**config.mk**
```make
export PLATFORM = sky130hd
export DESIGN_NAME = two_bit_input_port_osc_share
export DESIGN_NICKNAME = d
export VERILOG_FILES = /design/src/port_in_pkg.sv /design/src/level_sync.sv /design/src/term_decode.sv /design/src/two_bit_input_port_osc_share.sv
export SDC_FILE = /design/constraint.sdc
export NUM_CORES = 1
export LEC_CHECK = 0
export ABC_AREA = 1
export BUFFER_PORTS_ARGS = -buffer_cell sky130_fd_sc_hd__buf_4
export CAP_MARGIN = 20
export CORE_ASPECT_RATIO = 1.25
export CORE_MARGIN = 5
export CORE_UTILIZATION = 34
export DETAILED_ROUTE_END_ITERATION = 16
export HOLD_SLACK_MARGIN = 0.06
export PLACE_DENSITY = 0.92
export SETUP_SLACK_MARGIN = 0.05
export SLEW_MARGIN = 10
export SYNTH_ARGS = -nofsm -noshare
export SYNTH_HDL_FRONTEND = slang
export SYNTH_SLANG_ARGS = --single-unit
```
**constraint.sdc**
```tcl
create_clock -name clk -period 1 [get_ports clk]
set_input_delay 0.3 -clock clk [delete_from_list [all_inputs] [get_ports clk]]
set_output_delay 0.3 -clock clk [all_outputs]
set_load 0.05 [all_outputs]
```
**src/port_in_pkg.sv**
```systemverilog
// Package with register map, field layout and types of the two-bit input port
package port_in_pkg;
    // ==========================================================
    // Register word indices (0xf208, 0xf20a, 0xf20b); byte addresses append two zero bits, so all are word aligned
    localparam logic [15:0] IDX_INPUT_LEVEL = 16'hf208;
    localparam logic [15:0] IDX_TERM_LOW    = 16'hf20a;
    localparam logic [15:0] IDX_TERM_HIGH   = 16'hf20b;
    localparam int          ADDR_W          = 18;
    localparam logic [17:0] ADDR_INPUT_LEVEL = {IDX_INPUT_LEVEL, 2'b00};
    localparam logic [17:0] ADDR_TERM_LOW    = {IDX_TERM_LOW, 2'b00};
    localparam logic [17:0] ADDR_TERM_HIGH   = {IDX_TERM_HIGH, 2'b00};
    localparam logic [7:0]  TERM_RESET       = 8'h00;
    localparam logic [31:0] READ_ZERO        = 32'h00000000;
    localparam int          PIN_N            = 2;
    localparam int          PIN_ZERO_BIT     = 0;
    localparam int          PIN_ONE_BIT      = 1;

    // ==========================================================
    // Oscillator mode field values
    localparam logic [1:0] OSC_MODE_PORT  = 2'b00;
    localparam logic [1:0] OSC_MODE_XTAL  = 2'b01;
    localparam logic [1:0] OSC_MODE_EXTCK = 2'b10;

    // Termination kinds, Gray along none->down->up
    typedef enum logic [1:0] {
        TERM_HIZ  = 2'b00,
        TERM_DOWN = 2'b01,
        TERM_UP   = 2'b11
    } term_t;

    // Per-pin pad control
    typedef struct packed {
        logic [1:0] pullUpEn;
        logic [1:0] pullDownEn;
        logic [1:0] inputEn;
        logic       drivePinOne;
        logic       clkFromPin0;
    } pad_ctrl_t;

    // Select registers
    typedef struct packed {
        logic [1:0] termLow;
        logic [1:0] termHigh;
    } term_regs_t;

    // APB request
    typedef struct packed {
        logic              psel;
        logic              penable;
        logic              pwrite;
        logic [ADDR_W-1:0] paddr;
        logic [31:0]       pwdata;
    } apb_req_t;

    function automatic term_t decode_term(input logic hi, input logic lo);
        case ({hi, lo})
            2'b01:   decode_term = TERM_DOWN;
            2'b10:   decode_term = TERM_UP;
            default: decode_term = TERM_HIZ;
        endcase
    endfunction : decode_term
endpackage : port_in_pkg

```
**src/level_sync.sv**
```systemverilog
// Registered sample of the two pin levels
`timescale 1ns/100ps
`default_nettype none
module level_sync (
    // Clock and reset
    input  wire  logic       clk,
    input  wire  logic       arst_n,
    // Pins
    input  wire  logic [1:0] pinIn,
    input  wire  logic [1:0] inputEn,
    // Sampled levels
    output logic [1:0]       level
);
    typedef struct packed {
        logic [1:0] level;
    } st_t;
    st_t state_ff;
    st_t nxt_state;

    always_comb begin
        nxt_state = state_ff;
        // Disabled inputs read low so oscillator swing is never seen
        nxt_state.level = pinIn & inputEn;
    end

    always_ff @(posedge clk or negedge arst_n) begin
        if (!arst_n) begin
            state_ff <= '0;
        end else begin
            state_ff <= nxt_state;
        end
    end
    assign level = state_ff.level;
endmodule : level_sync
`default_nettype wire

```
**src/term_decode.sv**
```systemverilog
// Pad control decode from termination selects and oscillator mode
`timescale 1ns/100ps
`default_nettype none
module term_decode (
    // Register state
    input  wire  port_in_pkg::term_regs_t  regs,
    input  wire  logic [1:0]               hsOscModeSel,
    // Pad control
    output var   port_in_pkg::pad_ctrl_t   pad
);
    port_in_pkg::term_t t;
    logic xtal;
    logic extck;
    assign xtal  = (hsOscModeSel == port_in_pkg::OSC_MODE_XTAL);
    assign extck = (hsOscModeSel == port_in_pkg::OSC_MODE_EXTCK);

    always_comb begin
        pad = '0;
        t = port_in_pkg::TERM_HIZ;
        for (int i = 0; i < port_in_pkg::PIN_N; i++) begin
            t = port_in_pkg::decode_term(regs.termHigh[i], regs.termLow[i]);
            // Resonator pins lose pulls and input use
            pad.pullUpEn[i]   = (t == port_in_pkg::TERM_UP) && !xtal;
            pad.pullDownEn[i] = (t == port_in_pkg::TERM_DOWN) && !xtal;
            pad.inputEn[i]    = !xtal;
        end
        // Pin 0 is the clock in external mode; pin 1 stays an input
        if (extck) begin
            pad.inputEn[port_in_pkg::PIN_ZERO_BIT] = 1'b0;
        end
        pad.drivePinOne = xtal;
        pad.clkFromPin0 = extck;
    end
endmodule : term_decode
`default_nettype wire

```
**src/two_bit_input_port_osc_share.sv**
```systemverilog
// Two-bit input port with termination selects and oscillator pin sharing
// Functional notes
// Input level register reads pin levels
// Input level register is read-only
// Select pairs choose hiz, pull-down, pull-up
// Select registers reset to zero
// Oscillator mode alone switches pin use
// Crystal mode takes both pins
// Crystal mode drives pin one
// External clock mode clocks from pin zero
// External clock mode keeps pin one readable
// Software sets hiz before crystal use
// Software sets pin zero hiz for clock
// Unused high bits read zero
//
// Added by the designer: register access over APB.
`timescale 1ns/100ps
`default_nettype none
module two_bit_input_port_osc_share (
    // Clock and reset
    input  wire  logic                       clk,
    input  wire  logic                       arst_n,
    // APB slave
    input  wire  logic                       psel,
    input  wire  logic                       penable,
    input  wire  logic                       pwrite,
    input  wire  logic [port_in_pkg::ADDR_W-1:0] paddr,
    input  wire  logic [31:0]                pwdata,
    input  wire  logic [3:0]                 pstrb,
    output logic [31:0]                      prdata,
    output logic                             pready,
    output logic                             pslverr,
    // Oscillator mode field from frequency control register
    input  wire  logic [1:0]                 hsOscModeSel,
    // Pins
    input  wire  logic [1:0]                 pinIn,
    output logic                             pinOneOut,
    output logic                             pinOneOe_n,
    output logic [1:0]                       pullUpEn,
    output logic [1:0]                       pullDownEn,
    // Oscillator side
    input  wire  logic                       oscDriveLevel,
    output logic                             extClkOut
);
    // ==========================================================
    // State
    typedef struct packed {
        port_in_pkg::term_regs_t regs;
        logic [31:0]             rdata;
        logic                    slverr;
    } st_t;
    st_t state_ff;
    st_t nxt_state;

    port_in_pkg::apb_req_t  req;
    port_in_pkg::pad_ctrl_t pad;
    logic [1:0]             level;
    logic                   access;
    logic                   hitLevel;
    logic                   hitLow;
    logic                   hitHigh;

    assign req = '{psel, penable, pwrite, paddr, pwdata};
    assign access   = req.psel && !req.penable;
    assign hitLevel = (req.paddr == port_in_pkg::ADDR_INPUT_LEVEL);
    assign hitLow   = (req.paddr == port_in_pkg::ADDR_TERM_LOW);
    assign hitHigh  = (req.paddr == port_in_pkg::ADDR_TERM_HIGH);

    // ==========================================================
    // Decode and sampling
    term_decode u_dec (
        .regs         (state_ff.regs),
        .hsOscModeSel (hsOscModeSel),
        .pad          (pad)
    );

    level_sync u_lvl (
        .clk     (clk),
        .arst_n  (arst_n),
        .pinIn   (pinIn),
        .inputEn (pad.inputEn),
        .level   (level)
    );

    // ==========================================================
    // Register file; answer is taken in setup, ready in access
    always_comb begin
        nxt_state = state_ff;
        if (access) begin
            nxt_state.rdata  = port_in_pkg::READ_ZERO;
            nxt_state.slverr = !(hitLevel || hitLow || hitHigh);
            if (req.pwrite) begin
                // Writes to the level register are dropped
                if (hitLow && pstrb[0]) begin
                    nxt_state.regs.termLow = req.pwdata[1:0];
                end
                if (hitHigh && pstrb[0]) begin
                    nxt_state.regs.termHigh = req.pwdata[1:0];
                end
                if (hitLevel) begin
                    nxt_state.slverr = 1'b1;
                end
            end else begin
                if (hitLevel) begin
                    nxt_state.rdata[1:0] = level;
                end
                if (hitLow) begin
                    nxt_state.rdata[1:0] = state_ff.regs.termLow;
                end
                if (hitHigh) begin
                    nxt_state.rdata[1:0] = state_ff.regs.termHigh;
                end
            end
        end
    end

    always_ff @(posedge clk or negedge arst_n) begin
        if (!arst_n) begin
            state_ff.regs   <= {port_in_pkg::TERM_RESET[1:0], port_in_pkg::TERM_RESET[1:0]};
            state_ff.rdata  <= port_in_pkg::READ_ZERO;
            state_ff.slverr <= 1'b0;
        end else begin
            state_ff <= nxt_state;
        end
    end

    assign pready     = psel && penable;
    assign prdata     = state_ff.rdata;
    assign pslverr    = pready && state_ff.slverr;
    assign pullUpEn   = pad.pullUpEn;
    assign pullDownEn = pad.pullDownEn;
    assign pinOneOe_n = !pad.drivePinOne;
    assign pinOneOut  = pad.drivePinOne && oscDriveLevel;
    assign extClkOut  = pad.clkFromPin0 && pinIn[port_in_pkg::PIN_ZERO_BIT];

    // ==========================================================
    // Checks
    AST_XTAL_NO_PULL: assert property (@(posedge clk) disable iff (!arst_n)
        hsOscModeSel == port_in_pkg::OSC_MODE_XTAL |-> (pullUpEn | pullDownEn) == 2'b00)
        else $error("pull active in crystal mode");
    AST_XTAL_DRIVE: assert property (@(posedge clk) disable iff (!arst_n)
        (hsOscModeSel == port_in_pkg::OSC_MODE_XTAL) == !pinOneOe_n)
        else $error("pin one drive mismatch");
    AST_EXT_CLK: assert property (@(posedge clk) disable iff (!arst_n)
        hsOscModeSel == port_in_pkg::OSC_MODE_EXTCK |-> extClkOut == pinIn[0])
        else $error("external clock not from pin zero");
    AST_PIN1_READ: assert property (@(posedge clk) disable iff (!arst_n)
        $stable(hsOscModeSel) && hsOscModeSel == port_in_pkg::OSC_MODE_EXTCK
        |=> level[1] == $past(pinIn[1]))
        else $error("pin one unreadable in clock mode");
    AST_READ_LEVEL: assert property (@(posedge clk) disable iff (!arst_n)
        access && !pwrite && hitLevel |=> prdata == {30'h0, $past(level)})
        else $error("level read wrong");
    AST_RO: assert property (@(posedge clk) disable iff (!arst_n)
        access && pwrite && hitLevel |=> $stable(state_ff.regs))
        else $error("level write changed state");
    AST_PULLUP: assert property (@(posedge clk) disable iff (!arst_n)
        hsOscModeSel == port_in_pkg::OSC_MODE_PORT |->
        pullUpEn == (state_ff.regs.termHigh & ~state_ff.regs.termLow))
        else $error("pull-up decode wrong");
    AST_PULLDN: assert property (@(posedge clk) disable iff (!arst_n)
        hsOscModeSel == port_in_pkg::OSC_MODE_PORT |->
        pullDownEn == (~state_ff.regs.termHigh & state_ff.regs.termLow))
        else $error("pull-down decode wrong");
    AST_HIGH_ZERO: assert property (@(posedge clk) disable iff (!arst_n)
        pready |-> prdata[31:2] == 30'h0)
        else $error("upper read bits nonzero");
    AST_RESET_HIZ: assert property (@(posedge clk)
        $rose(arst_n) |-> state_ff.regs == '0)
        else $error("selects not cleared by reset");

    // ==========================================================
    // Register access checks

    AST_LOW_WRITE: assert property (@(posedge clk) disable iff (!arst_n)
        access && pwrite && hitLow && pstrb[0]
        |=> state_ff.regs.termLow == $past(pwdata[1:0]))
        else $error("low select write lost");

    AST_HIGH_WRITE: assert property (@(posedge clk) disable iff (!arst_n)
        access && pwrite && hitHigh && pstrb[0]
        |=> state_ff.regs.termHigh == $past(pwdata[1:0]))
        else $error("high select write lost");

    AST_LOW_READ: assert property (@(posedge clk) disable iff (!arst_n)
        access && !pwrite && hitLow
        |=> prdata == {30'h0, $past(state_ff.regs.termLow)})
        else $error("low select read wrong");

    AST_HIGH_READ: assert property (@(posedge clk) disable iff (!arst_n)
        access && !pwrite && hitHigh
        |=> prdata == {30'h0, $past(state_ff.regs.termHigh)})
        else $error("high select read wrong");

    AST_RO_ERR: assert property (@(posedge clk) disable iff (!arst_n)
        pready && pwrite && hitLevel
        |-> pslverr)
        else $error("level write not refused");

    AST_UNMAPPED_ERR: assert property (@(posedge clk) disable iff (!arst_n)
        pready && !(hitLevel || hitLow || hitHigh)
        |-> pslverr)
        else $error("unmapped access not refused");

    AST_UNMAPPED_ZERO: assert property (@(posedge clk) disable iff (!arst_n)
        pready && !(hitLevel || hitLow || hitHigh)
        |-> prdata == 32'h00000000)
        else $error("unmapped read not zero");

    AST_MAPPED_NO_ERR: assert property (@(posedge clk) disable iff (!arst_n)
        pready && (hitLow || hitHigh)
        |-> !pslverr)
        else $error("select access refused");

    AST_SLVERR_QUIET: assert property (@(posedge clk) disable iff (!arst_n)
        !pready
        |-> !pslverr)
        else $error("error outside access phase");

    AST_READ_STABLE: assert property (@(posedge clk) disable iff (!arst_n)
        !access
        |=> $stable(prdata))
        else $error("read data moved without setup");

    AST_REGS_HOLD: assert property (@(posedge clk) disable iff (!arst_n)
        !(access && pwrite)
        |=> $stable(state_ff.regs))
        else $error("selects moved without write");

    // ==========================================================
    // Reset checks

    AST_RESET_PRDATA: assert property (@(posedge clk)
        $rose(arst_n)
        |-> prdata == 32'h00000000)
        else $error("read data not cleared by reset");

    AST_RESET_PULLS: assert property (@(posedge clk)
        $rose(arst_n) && hsOscModeSel == port_in_pkg::OSC_MODE_PORT
        |-> (pullUpEn | pullDownEn) == 2'b00)
        else $error("pull active after reset");

    // ==========================================================
    // Pin use checks

    AST_PORT_INPUTS: assert property (@(posedge clk) disable iff (!arst_n)
        hsOscModeSel == port_in_pkg::OSC_MODE_PORT
        |-> pad.inputEn == 2'b11)
        else $error("port mode input disabled");

    AST_PORT_LEVEL: assert property (@(posedge clk) disable iff (!arst_n)
        hsOscModeSel == port_in_pkg::OSC_MODE_PORT
        |=> level == $past(pinIn))
        else $error("port mode level wrong");

    AST_NO_BOTH_PULLS: assert property (@(posedge clk) disable iff (!arst_n)
        1'b1
        |-> (pullUpEn & pullDownEn) == 2'b00)
        else $error("pull-up and pull-down together");

    AST_MODE3_PORT: assert property (@(posedge clk) disable iff (!arst_n)
        hsOscModeSel == 2'b11
        |-> pinOneOe_n && !extClkOut)
        else $error("reserved mode took pins");

    AST_EXT_PULLUP: assert property (@(posedge clk) disable iff (!arst_n)
        hsOscModeSel == port_in_pkg::OSC_MODE_EXTCK
        |-> pullUpEn == (state_ff.regs.termHigh & ~state_ff.regs.termLow))
        else $error("pull-up lost in clock mode");

    AST_EXT_PULLDN: assert property (@(posedge clk) disable iff (!arst_n)
        hsOscModeSel == port_in_pkg::OSC_MODE_EXTCK
        |-> pullDownEn == (~state_ff.regs.termHigh & state_ff.regs.termLow))
        else $error("pull-down lost in clock mode");

    AST_XTAL_NO_INPUT: assert property (@(posedge clk) disable iff (!arst_n)
        hsOscModeSel == port_in_pkg::OSC_MODE_XTAL
        |-> pad.inputEn == 2'b00)
        else $error("input left on in crystal mode");

    AST_XTAL_LEVEL_ZERO: assert property (@(posedge clk) disable iff (!arst_n)
        hsOscModeSel == port_in_pkg::OSC_MODE_XTAL
        |=> level == 2'b00)
        else $error("resonator swing seen as level");

    AST_XTAL_OUT_LEVEL: assert property (@(posedge clk) disable iff (!arst_n)
        hsOscModeSel == port_in_pkg::OSC_MODE_XTAL
        |-> pinOneOut == oscDriveLevel)
        else $error("resonator drive wrong");

    AST_PORT_NO_DRIVE: assert property (@(posedge clk) disable iff (!arst_n)
        hsOscModeSel != port_in_pkg::OSC_MODE_XTAL
        |-> !pinOneOut)
        else $error("pin one driven outside crystal mode");

    AST_NO_EXT_CLK: assert property (@(posedge clk) disable iff (!arst_n)
        hsOscModeSel != port_in_pkg::OSC_MODE_EXTCK
        |-> !extClkOut)
        else $error("clock passed outside clock mode");

    AST_EXT_PIN0_ZERO: assert property (@(posedge clk) disable iff (!arst_n)
        hsOscModeSel == port_in_pkg::OSC_MODE_EXTCK
        |=> level[0] == 1'b0)
        else $error("clock pin seen as level");

    AST_EXT_PIN1_INPUT: assert property (@(posedge clk) disable iff (!arst_n)
        hsOscModeSel == port_in_pkg::OSC_MODE_EXTCK
        |-> pad.inputEn == 2'b10)
        else $error("pin one input lost in clock mode");
endmodule : two_bit_input_port_osc_share
`default_nettype wire

```
==> out/metrics.yaml, run 1 <==
yosysMostFrequentCell: "buf_4"
io_buffers: 41
ant_nets: 0
worst_setup_path_end_kind: "primary output"
die_height_um: 68.5
nets: 259
cts_buffers: 3
hp-class: "in2reg"
synthesis.instances: 133
die_w_um: 56.8
grt_antenna_before_repair: 0
synth-edff-count: 0
hold_viol_final: 0
instances_no_fill: 226
clock_latency_ps: 250
crit_path_start_kind: "register"
clockRootBuffer: "clkbuf_4"
path_class: "reg2out"
critPathRequiredTime_ps: 700
grt_max_degree: 10
slew_viol_final: 0
ys.flop_type: "dfrtp_1"
finClkSkew_ps: 5.39
timing.hold.ws_ps: 271
routabilityCongestion: 0.822
cts.sinks: 9
drv_cap: 0
path_delay_family: "flip-flops"
status: "complete, but fails checks"
dr.pass1.iters: 4
post-route-period-util_pct: 137
dpl_cell_area_um2: 1350
finalSetupViolations: 15
rrSetupSlack_ps: -200
grt_use_total_pct: 12.2
ys_top_cells_by_area: "buf_4 (26%), dfrtp_1 (24%), nand2_1 (9.3%)"
ys_types: 20
cp_max_fo: 3
timing.final.crit_period_ps: 1370
synth_area_um2: 930
grt_pass1_vias: 941
power.leakage_uw: 0.000865
rows: 21
routed_wl_mm: 2.38
wl_per_cell_um: 10.5
ys_ff_latch: 9
crit_cells: 4
synth.avg_cell_area_um2: 6.99
synth_largest_area_cell: "buf_4"
synth.top_cell.area_share_pct: 25.8
cpMaxStageDelayCell: "dfrtp_1"
rsz0062_at_grt: "yes"
syn2layout_area_growth_pct: 76.6
drt_iter0_markers: 26
violations: "negative setup slack"
antenna_cells: 0
vias: 943
grt_pass1_wl_mm: 3.71
post_route_cells_drive_above_1_share_pct: 54.2
hold_depth: 3
via_per_inst: 4.17
timing.final.ws_setup_ps: -366
io_pins: 105
start_util_pct: 35.0
async_reset_ff_share_pct: 100
clockBufferDepth: 2
fmax_mhz: 732
fin_area_um2: 1640
overflow: 0
dpl.hpwl_mm: 1.88
yosysSeqAreaShare_pct: 24.2
place_inst: 212
ys_warn_count: 0
vdd_drop_max_mv: 0.572
reg2reg_depth: 9
worstPathArrival_ps: 1070
cp.buffers_inverters: 2
drc: 0
die-area_um2: 3890
place_worst_setup_slack_ps: -384
path_clk_slew_ps: 60
yosys-top-cells-count: "buf_4 (32), nand2_1 (23), inv_1 (22)"
cts_tree: "built"
power_density_nw_per_um2: 754
cp_cell_sequence: "inv_2 -> nand2_2 -> nor2_4 -> buf_8"
cts.htree.levels: 1
coreArea_um2: 2650
crit_path_max_incr_delay_ps: 390
flip-flops by register name (all words and copies together) (netlist names):
name,cells
state_ff,5
prdata,2
u_lvl.level,2
layout make-up:
cell class	count	area, um2
clock buffers	4	26.3
fillers	236	1010
inverters	24	121
multi-input cells	96	649
flip-flops and latches	9	226
well taps	34	42.5
repair buffers	59	576
worst reg2reg max path, stage by stage, from the launching register on:
cell     delay (ps)
dfrtp_1         390
inv_2           110
buf_4           120
buf_4            90
buf_4            90
nand4_1          90
nand2_1          80
inv_1            30
nand2_1          50
nand2_1          40
timing repair:
action | in CTS | in global routing
buffers inserted | 4 | 6
cloned | 1 | 0
pin swaps | 13 | 8
hold buffers | 1 | 0
setup endpoints to repair | 18 | 18
resized for setup | 34 | 18
endpoints found under the hold margin | 9 | 0
cells in the final DEF (no fill, tap or decap):
master,count
inv_1,12
ha_4,2
o21ai_1,3
clkbuf_1,1
nor3_4,2
dfrtp_1,8
conb_1,30
nor2_2,2
nand2_2,6
nand2_4,2
clkinv_1,1
clkinvlp_4,3
buf_12,2
clkbuf_4,3
nor2_1,5
nand3_2,4
dfrtp_2,1
nor2_4,8
inv_12,1
buf_8,6
inv_8,1
buf_4,34
o21ai_2,1
nor2_8,1
nand2_1,15
nand3_1,4
buf_6,16
nand2_8,1
nand4_1,8
inv_2,6
dlygate4sd3_1,1
nand4_4,2
through the flow:
step | util [%] | total power [uW] | TNS [ps]
final | 61.9 | 1240 | -2770
after global routing | 61.9 | 1320 | -3540
after CTS | 59.5 | 1220 | -2830
after detailed placement | 50.9 | 909 | -4030
after global placement | 50.9 | 903 | -3890
after floorplan | - | 850 | -1250
metal layers:
layer	share of wire (%)	track usage [%]	up-vias
li1	-	-	467
met3	12	5.28	2
met5	0	0	-
met2	54	24.0	51
met1	33	10.6	423
met4	0.67	6.09	0
path summary, 6_finish.rpt:
kind                                        to          from
worst min register to register       prdata[0]     prdata[0]
max in group asynchronous         state_ff[36]        arst_n
min in group asynchronous         state_ff[33]        arst_n
worst max register to register       prdata[0]  state_ff[33]
worst min-delay path            u_lvl.level[1]      pinIn[1]
worst max-delay path             pullDownEn[0]  state_ff[33]
logic make-up after synthesis:
kind of cell	Yosys count	synth area share (%)
AO/OA/AOI/OAI	4	2.15
adder cells (fa/ha/maj)	2	2.69
buffers and inverters	57	36.7
flip-flops	9	24.2
other	1	0.403
AND/OR/NAND/NOR	60	33.8
report_power, final:
part / leakage (uW) / internal, uW / total, uW / switching [uW]
combinational: 0.000731 / 179 / 596 / 417
sequential: 0.000119 / 375 / 380 / 4.82
clock: 0.0000150 / 153 / 262 / 110
total: 0.000865 / 706 / 1240 / 531
(Power assumes the default switching activity.)
==> inputs of run 2 (changes only) <==
- REMOVE_ABC_BUFFERS: not set -> 1
==> out/metrics.yaml, run 2 (synthesis results as in run 1) <==
via_per_inst: 4.27
regArea_um2: 225
dpl_cell_area_um2: 1220
largest_reg_flops: 5
rows: 21
combPwrFrac_pct: 47.2
clockBufferDepth: 2
hold_depth: 3
io_buffers: 41
die-area_um2: 3890
syn2layout_area_growth_pct: 71.2
reg2reg_depth: 9
drv_cap: 0
cp_max_fo: 3
crit_path_start_kind: "register"
finClkSkew_ps: 4.95
drt_iter0_markers: 24
violations: "negative setup slack"
nets: 259
worstHoldEndpoint: "u_lvl.level[0]"
grt_use_total_pct: 12.9
dr.pass1.iters: 4
coreArea_um2: 2650
hold_viol_final: 0
min_from: "pinIn[0]"
grt_max_degree: 10
grt_pass1_vias: 931
antenna_cells: 0
dpl.hpwl_mm: 1.84
rrSetupSlack_ps: -160
critPathRequiredTime_ps: 700
drc: 0
n_fill_cell: 243
pwr-share-clk_pct: 22.3
overflow: 0
cts.htree.levels: 1
final_common_cell: "buf_4"
timing.final.crit_period_ps: 1360
die_height_um: 68.5
status: "complete, but fails checks"
timing.rr.end: "prdata[0]"
fmax_mhz: 735
path_clk_slew_ps: 60
largest_register: "state_ff"
slew_viol_final: 0
p_total_uw: 1240
cpMaxStageDelayCell: "dfrtp_1"
grt_antenna_before_repair: 0
ant_nets: 0
start_util_pct: 35.0
hp-class: "in2reg"
timing.final.ws_setup_ps: -361
switching_power_uw: 535
multi_input_area_um2: 623
crit_path_max_incr_delay_ps: 380
fin_area_um2: 1590
p_int_uw: 709
switching_share_pct: 43.0
routed_wl_mm: 2.55
finalCoreUtilization_pct: 60.0
place_inst: 213
clockRootBuffer: "clkbuf_4"
worstPathArrival_ps: 1060
seqPwrFrac_pct: 30.4
io_pins: 105
post_route_cells_drive_above_1_share_pct: 54.2
die_w_um: 56.8
post-route-period-util_pct: 136
routabilityCongestion: 0.809
cts_buffers: 3
worst_setup_path_end_kind: "primary output"
vdd_drop_max_mv: 0.730
power.leakage_uw: 0.000870
instances_no_fill: 226
setup_tns_ps: -2650
wl_per_cell_um: 11.3
cts.sinks: 9
timing.rr.start: "state_ff[33]"
final_cell_mix: "buf_4 (34), conb_1 (30), buf_6 (15)"
path_class: "reg2out"
rsz0062_at_grt: "yes"
vias: 964
clock_latency_ps: 260
cp_cell_sequence: "inv_2 -> nand2_2 -> nor2_4 -> buf_8"
finalSetupViolations: 14
grt_pass1_wl_mm: 4.04
power_density_nw_per_um2: 782
cts_tree: "built"
## run 2: worst max path at each step
stage / from / endpoint / cells past startpoint
6_report: state_ff[33] / pullDownEn[0] / 4
5_1_grt: state_ff[33] / pullDownEn[0] / 4
4_1_cts: state_ff[33] / pullDownEn[0] / 4
3_5_place_dp: hsOscModeSel[0] / pullUpEn[1] / 4
3_3_place_gp: hsOscModeSel[0] / pullUpEn[1] / 4
2_1_floorplan: hsOscModeSel[1] / pullUpEn[1] / 3
## run 2: through the flow
stage,setup slack [ps],hold WS (ps)
floorplan,-969,4.41
global placement,-413,126
detailed placement,-448,128
CTS,-364,231
global route,-424,245
finish,-361,241
## run 2: power by group through the flow
stage          logic [uW]  registers [uW]  clock network, uW
4_1_cts               548             379                286
3_3_place_gp          479             385                  0
3_5_place_dp          484             386                  0
6_report              588             379                278
2_1_floorplan         342             384                  0
5_1_grt               627             379                310
## run 2: final cells by class
type                       instances  area share [%]
multi-input combinational         96            39.2
tap                               34            2.67
clock buffer                       4            1.65
inverter                          24            5.97
sequential                         9            14.2
timing repair buffer              59            36.4
## run 2: per-layer routing
metal	wire length [um]	GRT usage (%)
met1	853	13.6
met2	1460	24.3
met3	201	3.58
met5	0	0
met4	34	5.51
## run 2: critical path, delay by kind of cell, from the launching register on
| kind | cells | cell delay, ps |
|---|---|---|
| buffers and inverters | 2 | 240 |
| AND/OR/NAND/NOR | 2 | 180 |
| flip-flops | 1 | 380 |
## run 2: what timing repair did
| action | 4_1_cts | 5_1_grt |
|---|---|---|
| endpoints found under the hold margin | 9 | 0 |
| endpoints found under the setup margin | 18 | 18 |
| cloned | 1 | 0 |
| gates resized for setup | 51 | 25 |
| pin swaps | 16 | 20 |
| hold buffers | 1 | 0 |
| buffers inserted | 3 | 5 |
